--- src/rtl/osf_pkg.sv ---
// package for the oscillator supervisor with clock fallback
`default_nettype none
package osf_pkg;
   // register byte offsets
   localparam logic [3:0] OSF_ADDR_CTRL     = 4'h0;
   localparam logic [3:0] OSF_ADDR_STAT     = 4'h4;
   localparam logic [3:0] OSF_ADDR_IRQ_STAT = 4'h8;
   localparam logic [3:0] OSF_ADDR_IRQ_MASK = 4'hc;
   // control register layout
   localparam int OSF_CTRL_W          = 10;
   localparam int OSF_CTRL_DIS_BIT    = 0;
   localparam int OSF_CTRL_MODE_LO    = 1;
   localparam int OSF_CTRL_MODE_HI    = 2;
   localparam int OSF_CTRL_SDD_LO     = 3;
   localparam int OSF_CTRL_SDD_HI     = 7;
   localparam int OSF_CTRL_SDD_PRE    = 8;
   localparam int OSF_CTRL_SDD_PLLOFF = 9;
   localparam logic [9:0] OSF_CTRL_RESET = 10'h000;
   // status register layout
   localparam int OSF_STAT_FALLBACK = 0;
   localparam int OSF_STAT_PLL_RUN  = 1;
   localparam int OSF_STAT_DISABLE  = 2;
   // interrupt layout
   localparam int OSF_IRQ_W        = 1;
   localparam int OSF_IRQ_OSC_MISS = 0;
   localparam logic [0:0] OSF_IRQ_RESET = 1'h0;
   // axi responses
   localparam logic [1:0] OSF_RESP_OKAY   = 2'h0;
   localparam logic [1:0] OSF_RESP_SLVERR = 2'h2;
   // timing
   localparam int OSF_CORE_FREQ_KHZ = 100000;
   localparam int OSF_PLL_BASE_KHZ  = 4000;
   localparam int OSF_PLL_DIV       = OSF_CORE_FREQ_KHZ / OSF_PLL_BASE_KHZ;
   localparam int OSF_MISS_LIMIT    = 4;
   // cpu clock modes
   typedef enum logic [1:0] {
      OSF_MODE_DIRECT   = 2'b00,
      OSF_MODE_PRESCALE = 2'b01,
      OSF_MODE_SLOWDOWN = 2'b10
   } osf_mode_t;
   // cpu clock source
   typedef enum logic {
      OSF_SRC_OSC = 1'b0,
      OSF_SRC_PLL = 1'b1
   } osf_src_t;
endpackage : osf_pkg
`default_nettype wire

--- src/rtl/osf_supervisor.sv ---
// oscillator supervisor with pll fallback and cpu clock source selection
//
// The register addresses and the AXI4-Lite slave port were left to the implementer.
`default_nettype none
module osf_supervisor
   import osf_pkg::*;
#(
   parameter int MISS_LIMIT = OSF_MISS_LIMIT,
   parameter int PLL_DIV    = OSF_PLL_DIV
) (
   input  wire logic        CORE_CLK_I,
   input  wire logic        RESET_I,
   input  wire logic        OSC_CLK_I,
   input  wire logic        RD_STRAP_I,
   input  wire logic [3:0]  S_AXI_AWADDR_I,
   input  wire logic        S_AXI_AWVALID_I,
   output logic             S_AXI_AWREADY_O,
   input  wire logic [31:0] S_AXI_WDATA_I,
   input  wire logic [3:0]  S_AXI_WSTRB_I,
   input  wire logic        S_AXI_WVALID_I,
   output logic             S_AXI_WREADY_O,
   output logic [1:0]       S_AXI_BRESP_O,
   output logic             S_AXI_BVALID_O,
   input  wire logic        S_AXI_BREADY_I,
   input  wire logic [3:0]  S_AXI_ARADDR_I,
   input  wire logic        S_AXI_ARVALID_I,
   output logic             S_AXI_ARREADY_O,
   output logic [31:0]      S_AXI_RDATA_O,
   output logic [1:0]       S_AXI_RRESP_O,
   output logic             S_AXI_RVALID_O,
   input  wire logic        S_AXI_RREADY_I,
   output logic             CPU_CLK_EN_O,
   output logic             FALLBACK_O,
   output logic             PLL_ACTIVE_O,
   output logic             IRQ_O
);

   ////////////////////////////////////////////////////////////////////////////
   // declarations
   logic            osc_s1, osc_s2, osc_s3, rd_s1, rd_s2;
   logic            osc_edge, osc_half;
   logic [9:0]      ctrl;
   logic            sup_disable, sdd_pre, sdd_plloff;
   osf_mode_t       mode;
   osf_src_t        src;
   logic            fallback, pll_run, pll_tick, pll_half;
   logic [7:0]      pll_cnt;
   logic [7:0]      miss_cnt;
   logic            miss_det;
   logic [5:0]      sdd_cnt, sdd_target;
   logic            sdd_tick, next_cpu_en;
   logic [0:0]      irq_stat, irq_mask, irq_set, irq_clr;
   logic [3:0]      aw_addr;
   logic [31:0]     w_data;
   logic [3:0]      w_strb;
   logic            aw_held, w_held, do_write;
   logic [31:0]     rd_word;
   logic            rd_hit, wr_hit;

   // decode of the register map, used by both read and write paths
   function automatic logic addr_hit(input logic [3:0] a);
      return (a == OSF_ADDR_CTRL) || (a == OSF_ADDR_STAT) ||
             (a == OSF_ADDR_IRQ_STAT) || (a == OSF_ADDR_IRQ_MASK);
   endfunction

   ////////////////////////////////////////////////////////////////////////////
   // pin synchronisers; stage two is read downstream, stage three only for the oscillator edge
   always_ff @(posedge CORE_CLK_I) begin
      osc_s1 <= OSC_CLK_I;
      osc_s2 <= osc_s1;
      osc_s3 <= osc_s2;
      rd_s1  <= RD_STRAP_I;
      rd_s2  <= rd_s1;
   end
   assign osc_edge = osc_s2 & ~osc_s3;

   ////////////////////////////////////////////////////////////////////////////
   // control register; bit0 follows the inverted strap while reset is held, byte lanes on write
   always_ff @(posedge CORE_CLK_I) begin
      if (RESET_I) begin
         ctrl <= {OSF_CTRL_RESET[9:1], ~rd_s2};
      end else if (do_write && aw_addr == OSF_ADDR_CTRL) begin
         if (w_strb[0]) begin
            ctrl[7:0] <= w_data[7:0];
         end
         if (w_strb[1]) begin
            ctrl[9:8] <= w_data[9:8];
         end
      end
   end
   assign sup_disable = ctrl[OSF_CTRL_DIS_BIT];
   assign mode        = osf_mode_t'(ctrl[OSF_CTRL_MODE_HI:OSF_CTRL_MODE_LO]);
   assign sdd_pre     = ctrl[OSF_CTRL_SDD_PRE];
   assign sdd_plloff  = ctrl[OSF_CTRL_SDD_PLLOFF];

   ////////////////////////////////////////////////////////////////////////////
   // pll base clock as an enable from the core clock, never from the crystal
   // the pll must run in fallback even if software asked it off
   assign fallback = (src == OSF_SRC_PLL);
   assign pll_run  = fallback ||
                     (!sup_disable && !(mode == OSF_MODE_SLOWDOWN && sdd_plloff));
   assign pll_tick = pll_run && (pll_cnt == 8'(PLL_DIV - 1));
   always_ff @(posedge CORE_CLK_I) begin
      if (RESET_I || !pll_run) begin
         pll_cnt <= 8'h00;
      end else if (pll_tick) begin
         pll_cnt <= 8'h00;
      end else begin
         pll_cnt <= pll_cnt + 8'h01;
      end
   end
   // pll halving phase for prescaler fallback
   always_ff @(posedge CORE_CLK_I) begin
      if (RESET_I || !pll_run) begin
         pll_half <= 1'b0;
      end else if (pll_tick) begin
         pll_half <= ~pll_half;
      end
   end

   ////////////////////////////////////////////////////////////////////////////
   // missing-edge counter in reference periods, cleared by any rising oscillator edge
   always_ff @(posedge CORE_CLK_I) begin
      if (RESET_I || !pll_run || osc_edge) begin
         miss_cnt <= 8'h00;
      end else if (pll_tick && miss_cnt != 8'(MISS_LIMIT)) begin
         miss_cnt <= miss_cnt + 8'h01;
      end
   end
   assign miss_det = pll_tick && !osc_edge && !sup_disable && !fallback &&
                     (miss_cnt == 8'(MISS_LIMIT - 1));
   ////////////////////////////////////////////////////////////////////////////
   // source selection; only a hardware reset returns to the oscillator
   always_ff @(posedge CORE_CLK_I) begin
      if (RESET_I) begin
         src <= OSF_SRC_OSC;
      end else begin
         case (src)
            OSF_SRC_OSC: begin
               if (miss_det) begin
                  src <= OSF_SRC_PLL;
               end
            end
            OSF_SRC_PLL: src <= OSF_SRC_PLL;
            default:     src <= OSF_SRC_OSC;
         endcase
      end
   end
   ////////////////////////////////////////////////////////////////////////////
   // oscillator prescaler phase and slow-down divider
   always_ff @(posedge CORE_CLK_I) begin
      if (RESET_I) begin
         osc_half <= 1'b0;
      end else if (osc_edge) begin
         osc_half <= ~osc_half;
      end
   end
   // factor 1..32, doubled when prescaling in slow-down
   assign sdd_target = sdd_pre ? 6'({1'b0, ctrl[OSF_CTRL_SDD_HI:OSF_CTRL_SDD_LO]} * 2 + 1)
                               : {1'b0, ctrl[OSF_CTRL_SDD_HI:OSF_CTRL_SDD_LO]};
   assign sdd_tick   = osc_edge && (sdd_cnt >= sdd_target);
   always_ff @(posedge CORE_CLK_I) begin
      if (RESET_I || mode != OSF_MODE_SLOWDOWN) begin
         sdd_cnt <= 6'h00;
      end else if (sdd_tick) begin
         sdd_cnt <= 6'h00;
      end else if (osc_edge) begin
         sdd_cnt <= sdd_cnt + 6'h01;
      end
   end
   ////////////////////////////////////////////////////////////////////////////
   // cpu clock enable; whole pulses only, so a switch never makes a runt
   always_comb begin
      next_cpu_en = 1'b0;
      if (fallback) begin
         case (mode)
            OSF_MODE_PRESCALE: next_cpu_en = pll_tick & pll_half;
            default:           next_cpu_en = pll_tick;
         endcase
      end else begin
         case (mode)
            OSF_MODE_DIRECT:   next_cpu_en = osc_edge;
            OSF_MODE_PRESCALE: next_cpu_en = osc_edge & osc_half;
            OSF_MODE_SLOWDOWN: next_cpu_en = sdd_tick;
            default:           next_cpu_en = osc_edge;
         endcase
      end
   end
   always_ff @(posedge CORE_CLK_I) begin
      if (RESET_I) begin
         CPU_CLK_EN_O <= 1'b0;
         FALLBACK_O   <= 1'b0;
         PLL_ACTIVE_O <= 1'b0;
      end else begin
         CPU_CLK_EN_O <= next_cpu_en;
         FALLBACK_O   <= fallback;
         PLL_ACTIVE_O <= pll_run;
      end
   end

   ////////////////////////////////////////////////////////////////////////////
   // interrupt status, write one to clear; a set in the same cycle wins
   assign irq_set = miss_det;
   assign irq_clr = (do_write && aw_addr == OSF_ADDR_IRQ_STAT && w_strb[0]) ?
                    w_data[0:0] : 1'h0;
   always_ff @(posedge CORE_CLK_I) begin
      if (RESET_I) begin
         irq_stat <= OSF_IRQ_RESET;
      end else begin
         irq_stat <= (irq_stat & ~irq_clr) | irq_set;
      end
   end
   always_ff @(posedge CORE_CLK_I) begin
      if (RESET_I) begin
         irq_mask <= OSF_IRQ_RESET;
      end else if (do_write && aw_addr == OSF_ADDR_IRQ_MASK && w_strb[0]) begin
         irq_mask <= w_data[0:0];
      end
   end
   always_ff @(posedge CORE_CLK_I) begin
      if (RESET_I) begin
         IRQ_O <= 1'b0;
      end else begin
         IRQ_O <= |(irq_stat & irq_mask);
      end
   end

   ////////////////////////////////////////////////////////////////////////////
   // axi4-lite write: address and data taken in either order
   assign S_AXI_AWREADY_O = !aw_held && !S_AXI_BVALID_O;
   assign S_AXI_WREADY_O  = !w_held && !S_AXI_BVALID_O;
   assign do_write        = aw_held && w_held && !S_AXI_BVALID_O;
   assign wr_hit          = addr_hit(aw_addr);
   always_ff @(posedge CORE_CLK_I) begin
      if (RESET_I) begin
         aw_held <= 1'b0;
         w_held  <= 1'b0;
         aw_addr <= 4'h0;
         w_data  <= 32'h00000000;
         w_strb  <= 4'h0;
      end else begin
         if (S_AXI_AWVALID_I && S_AXI_AWREADY_O) begin
            aw_held <= 1'b1;
            aw_addr <= S_AXI_AWADDR_I;
         end else if (do_write) begin
            aw_held <= 1'b0;
         end
         if (S_AXI_WVALID_I && S_AXI_WREADY_O) begin
            w_held <= 1'b1;
            w_data <= S_AXI_WDATA_I;
            w_strb <= S_AXI_WSTRB_I;
         end else if (do_write) begin
            w_held <= 1'b0;
         end
      end
   end
   // write response one cycle after both halves are held
   always_ff @(posedge CORE_CLK_I) begin
      if (RESET_I) begin
         S_AXI_BVALID_O <= 1'b0;
         S_AXI_BRESP_O  <= OSF_RESP_OKAY;
      end else if (do_write) begin
         S_AXI_BVALID_O <= 1'b1;
         S_AXI_BRESP_O  <= wr_hit ? OSF_RESP_OKAY : OSF_RESP_SLVERR;
      end else if (S_AXI_BREADY_I) begin
         S_AXI_BVALID_O <= 1'b0;
      end
   end

   ////////////////////////////////////////////////////////////////////////////
   // axi4-lite read; unmapped addresses read zero with slverr
   assign S_AXI_ARREADY_O = !S_AXI_RVALID_O;
   assign rd_hit          = addr_hit(S_AXI_ARADDR_I);
   always_comb begin
      rd_word = 32'h00000000;
      case (S_AXI_ARADDR_I)
         OSF_ADDR_CTRL:     rd_word[9:0] = ctrl;
         OSF_ADDR_STAT: begin
            rd_word[OSF_STAT_FALLBACK] = fallback;
            rd_word[OSF_STAT_PLL_RUN]  = pll_run;
            rd_word[OSF_STAT_DISABLE]  = sup_disable;
         end
         OSF_ADDR_IRQ_STAT: rd_word[0:0] = irq_stat;
         OSF_ADDR_IRQ_MASK: rd_word[0:0] = irq_mask;
         default:           rd_word = 32'h00000000;
      endcase
   end
   always_ff @(posedge CORE_CLK_I) begin
      if (RESET_I) begin
         S_AXI_RVALID_O <= 1'b0;
         S_AXI_RDATA_O  <= 32'h00000000;
         S_AXI_RRESP_O  <= OSF_RESP_OKAY;
      end else if (S_AXI_ARVALID_I && S_AXI_ARREADY_O) begin
         S_AXI_RVALID_O <= 1'b1;
         S_AXI_RDATA_O  <= rd_word;
         S_AXI_RRESP_O  <= rd_hit ? OSF_RESP_OKAY : OSF_RESP_SLVERR;
      end else if (S_AXI_RREADY_I) begin
         S_AXI_RVALID_O <= 1'b0;
      end
   end
endmodule // osf_supervisor
`default_nettype wire

--- config.mk ---
export PLATFORM = sky130hd
export DESIGN_NAME = osf_supervisor
export DESIGN_NICKNAME = d
export VERILOG_FILES = /design/src/rtl/osf_pkg.sv /design/src/rtl/osf_supervisor.sv
export SDC_FILE = /design/constraint.sdc
export NUM_CORES = 1
export LEC_CHECK = 0
export ABC_AREA = 0
export BUFFER_PORTS_ARGS = -buffer_cell sky130_fd_sc_hd__clkbuf_2
export CORE_ASPECT_RATIO = 0.8
export CORE_MARGIN = 3
export CORE_UTILIZATION = 52
export CTS_CLUSTER_DIAMETER = 60
export DETAILED_ROUTE_END_ITERATION = 16
export PLACE_DENSITY_LB_ADDON = 0.15
export SETUP_SLACK_MARGIN = 0.05
export SLEW_MARGIN = 25
export SYNTH_ARGS = -nofsm -noshare
export SYNTH_HDL_FRONTEND = slang
export SYNTH_SLANG_ARGS = --single-unit
--- constraint.sdc ---
create_clock -name CORE_CLK_I -period 2.6 [get_ports CORE_CLK_I]
set_clock_uncertainty 0.05 [all_clocks]
set_input_delay 0.13 -clock CORE_CLK_I [delete_from_list [all_inputs] [get_ports CORE_CLK_I]]
set_output_delay 0.13 -clock CORE_CLK_I [all_outputs]
set_load 0.005 [all_outputs]
### Word-level counts from Yosys, hierarchy flattened

Index checks and enable logic that the tools add are counted.

* bits in registers: 80
* input port bits: 53
* output and inout port bits: 45
* word-level logic and storage cells: 134

* $add $sub $neg: 4
* order comparisons: 1
* equal/unequal tests: 12
* multiplexer cells: 22
* bitwise gates (word level): 12
* reduce and logical (&&, ||, !) cells: 53

Operators with widths (number)
* logical AND 1 bit: 21
* adder 8 x 1 -> 8 bit, second input constant: 2
* == test 4 bit, second input constant: 4
* 2-to-1 mux 1 bit: 14
* adder 6 x 1 -> 6 bit, second input constant: 2
* nonzero test 2 bit: 6
* logical OR 1 bit: 10
* zero test 1 bit: 9
* == test 4 x 3 -> 1 bit, second input constant: 2
* == test 8 x 2 -> 1 bit, second input constant: 1
* == test 8 x 5 -> 1 bit, second input constant: 1
* zero test 4 bit: 2
* != test 8 x 3 -> 1 bit, second input constant: 1
* 2-to-1 mux 7 bit: 1
* greater-or-equal comparator 6 bit: 1
* 2-to-1 mux 6 bit: 1
* NOT 1 bit: 6
* AND reduction 2 bit: 3
* AND 1 bit: 5
* 2-to-1 mux 2 bit: 2
* one-hot mux 1 bit (2 select lines): 2
* one-hot mux 1 bit (4 select lines): 1
* one-hot mux 2 bit (2 select lines): 1
* OR reduction 2 bit: 2
* other kinds (4): 4

### Logic depth before layout (Yosys ltp)

* depth in word-level cells: 12
* mapped depth: 7
* gate-level depth less buffers: 6

### Least setup slack after synthesis

Ideal clock, no wire load.

* path kind: register to register
* start point: register ctrl[8]
* end point: register sdd_cnt[1]
* library setup time: 0.114 ns
* data arrival time: 1.915 ns
* data required time: 2.436 ns
* path slack: 0.520 ns
* cell stages (with the launch flop): 8
* path buffers: 1
* clock period less this slack: 2.080 ns
* cell sequence: dfxtp_1 -> clkbuf_1 -> mux2i_1 -> ha_1 -> a211o_1 -> a21oi_1 -> o21ai_1 -> a2111oi_0

* longest elaborated chain between the ends: 4

RTL lines
* from (decl): line osf_supervisor.sv:42 `logic [9:0] ctrl;`
* from (signal assigned): line osf_supervisor.sv:81 `ctrl <= {OSF_CTRL_RESET[9:1], ~rd_s2};`
* from (signal assigned): line osf_supervisor.sv:87 `ctrl[9:8] <= w_data[9:8];`
* 2-to-1 mux 6 bit: line osf_supervisor.sv:159 `assign sdd_target = sdd_pre ? 6'({1'b0, ctrl[OSF_CTRL_SDD_HI:OSF_CTRL_SDD_LO]} * 2 + 1)`
* greater-or-equal comparator 6 bit: line osf_supervisor.sv:161 `assign sdd_tick = osc_edge && (sdd_cnt >= sdd_target);`
* logical AND 1 bit: line osf_supervisor.sv:161
* OR reduction 2 bit (no line)
* to (signal assigned): line osf_supervisor.sv:168 `sdd_cnt <= sdd_cnt + 6'h01;`
* to (decl): line osf_supervisor.sv:50 `logic [5:0] sdd_cnt, sdd_target;`

No other way between the ends.
A chain may end at the register's enable or synchronous reset.

### Worst setup path in the final report

* start point: register ctrl[8]
* end point: register sdd_cnt[4]

The elaborated chain is that of the path after synthesis.

==> reports/qor.yml <==
status: "completed"
wl_um: 7004
final_util_pct: 66.52
vias: 2777
hold_path_startpoint: "S_AXI_ARADDR_I[1]"
path_clk_slew_ps: 70
ys.flop_type: "dfxtp_1"
worstHoldPathType: "in2reg"
place_hpwl_um: 4912
cp-start-kind: "flip-flop"
critical_path_class: "reg2reg"
max_freq_mhz: 432.3
drive_gt1_share_pct: 16.09
portBuffers: 49
cts.sinks: 78
power.leakage_nw: 1.763
dr.first_iter.drc_count: 142
cts_max_path_buffers: 2
final_common_cell: "dfxtp_1"
gp_congestion: 0.7618
cts_setup_buffers: 0
rows: 25
gr-total-overflow: 0
ir_drop_mv: 0.3003
grtUsageTotal_pct: 19.33
worstSkewPairLatency_ps: 340
avgViaCountPerCell: 5.133
hold_slack_ps: 30.46
fin_area_um2: 4099
netlist_area_um2: 3461
ant_nets: 0
rsz0062_at_grt: "no"
hold_end: "S_AXI_RRESP_O[1]"
finalPower_mw: 2.437
critPathCaptureType: "flip-flop"
crit_fanout: 8
dieHeight_um: 78.97
yosysWarnings: 0
drc: 0
cts_tree: "yes"
htreeDepth: 3
cts_buffers: 9
setup_violations: 0
netlist-cell-type-count: 45
reg2reg_slack_ps: 290
reg2reg_to: "sdd_cnt[4]"
die_w_um: 97.21
max_slew_margin_pct: 58.15
holdPathStages: 3
avgRoutedWirePerCell_um: 12.95
fin_crit_ps: 2313
max_cap_viol_count: 0
initial_core_util_pct: 56.16
hold_violations: 0
synthTopCellsByArea: "dfxtp_1 (45%), mux2i_1 (5.8%), buf_4 (5.2%), a21oi_1 (5.1%), nor2_1 (4.9%)"
coreArea_um2: 6162
grt_max_degree: 42
area_growth_pct: 18.44
ys_seq_area_share_pct: 45.41
setup_tns_ps: 0
grt_pass1_wl_um: 11900
layout_common_cells: "dfxtp_1 (77), clkbuf_2 (49), nor2_1 (45)"
synth_edf_count: 1
io_pins: 98
r2r-start: "ctrl[8]"
worst_ep_required_time_ps: 2750
synth_top_cell_by_area: "dfxtp_1"
finalNetCount: 521
netlist.area_leader.share_pct: 44.54
synth-seq-cells: 78
dieArea_um2: 7677
antenna_found_initial: 0
first_pass_iters: 4
diodes: 0
worstMarginPinSlew_ps: 625.9
worstRegToRegCells: 6
syn_area_per_cell_um2: 8.943
synthCells: 387
p_per_area_nw_per_um2: 594.4
crit_arrival_ps: 2460
drv_slew: 0
place_area_um2: 3684
grt_pass1_vias: 2587
async_reset_ff_share_pct: 0
cts_root_buf: "clkbuf_8"
post-route-period-util_pct: 88.96
==> worst max-delay path by stage <==
stage | start | to | slack, ps | cells past startpoint
floorplan | ctrl[8] | sdd_cnt[1] | 520 | 7
global placement | ctrl[8] | sdd_cnt[3] | 470 | 6
detailed placement | ctrl[8] | sdd_cnt[4] | 290 | 6
CTS | ctrl[8] | sdd_cnt[4] | 260 | 6
global route | ctrl[8] | sdd_cnt[4] | 130 | 6
finish | ctrl[8] | sdd_cnt[4] | 290 | 6
==> routing by layer <==
metal | wire (µm) | GRT usage [%] | vias up
met5 | 0 | 0 | -
met1 | 3335 | 25.15 | 1281
met2 | 3161 | 30.85 | 62
met3 | 403 | 5.970 | 9
met4 | 104 | 6.362 | 0
li1 | - | - | 1425
==> per-stage QoR <==
step | instances | worst slack [ps]
CTS | 541 | 263.6
floorplan | 410 | 520.2
global route | 541 | 128.3
detailed placement | 506 | 286.0
global placement | 506 | 465.9
finish | 541 | 287.0
==> layout make-up <==
class | count | area (µm²)
clock buffer | 12 | 155.1
clock inverter | 4 | 70.07
fill | 541 | 2063
inverter | 14 | 52.55
multi-input combinational | 280 | 1683
sequential | 78 | 1572
tap | 81 | 101.3
timing repair buffer | 72 | 465.4
==> cells in the mapped netlist, types with 2 or more instances <==
master,n
a2111oi_0,4
buf_4,24
and2_1,3
o31ai_1,2
clkbuf_1,13
xnor2_1,6
nor2b_1,2
o21a_1,2
and3_1,6
nor3_1,7
nand2b_1,6
nand3_1,8
nor2_1,45
mux2i_1,20
or3_1,6
or4_1,2
dfxtp_1,77
a22oi_1,8
a21oi_1,35
nand2_1,41
ha_1,13
inv_1,14
nand4_1,7
o21ai_0,9
xor2_1,7
==> registers in the layout, indices dropped and copies added, names as in the netlist, 2 cells and up <==
register       count
S_AXI_RDATA_O     10
ctrl              10
miss_cnt           8
w_strb             2
w_data            10
pll_cnt            8
aw_addr            4
sdd_cnt            6
==> power breakdown <==
| group | total (mW) | internal (mW) | switching, mW |
|---|---|---|---|
| sequential | 1.26 | 1.23 | 0.0249 |
| clock | 0.999 | 0.590 | 0.409 |
| combinational | 0.181 | 0.0799 | 0.101 |
| total | 2.44 | 1.90 | 0.535 |
==> cell families after synthesis <==
| group | after synthesis | share of synthesized area (%) |
|---|---|---|
| AO/OA/AOI/OAI | 68 | 12.04 |
| XOR/XNOR | 13 | 3.290 |
| adder cells (fa/ha/maj) | 13 | 4.700 |
| buffers and inverters | 52 | 8.460 |
| flip-flops | 78 | 45.41 |
| multiplexers | 21 | 6.435 |
| other | 1 | 0.1084 |
| AND/OR/NAND/NOR | 141 | 19.56 |
==> repair_timing <==
action / 4_1_cts / 5_1_grt
hold buffers: 19 / 0
hold endpoints to repair: 19 / 0
gates resized for setup: 0 / 0
==> worst max-delay path, cell delays in order, from the launching register on <==
cell and delay [ps]:
dfxtp_1 510, mux2i_1 230, ha_1 260, a211o_1 300, a21oi_1 120, o21ai_1 190
a2111oi_0 510
Note: power is estimated with default switching activity, not from simulation.
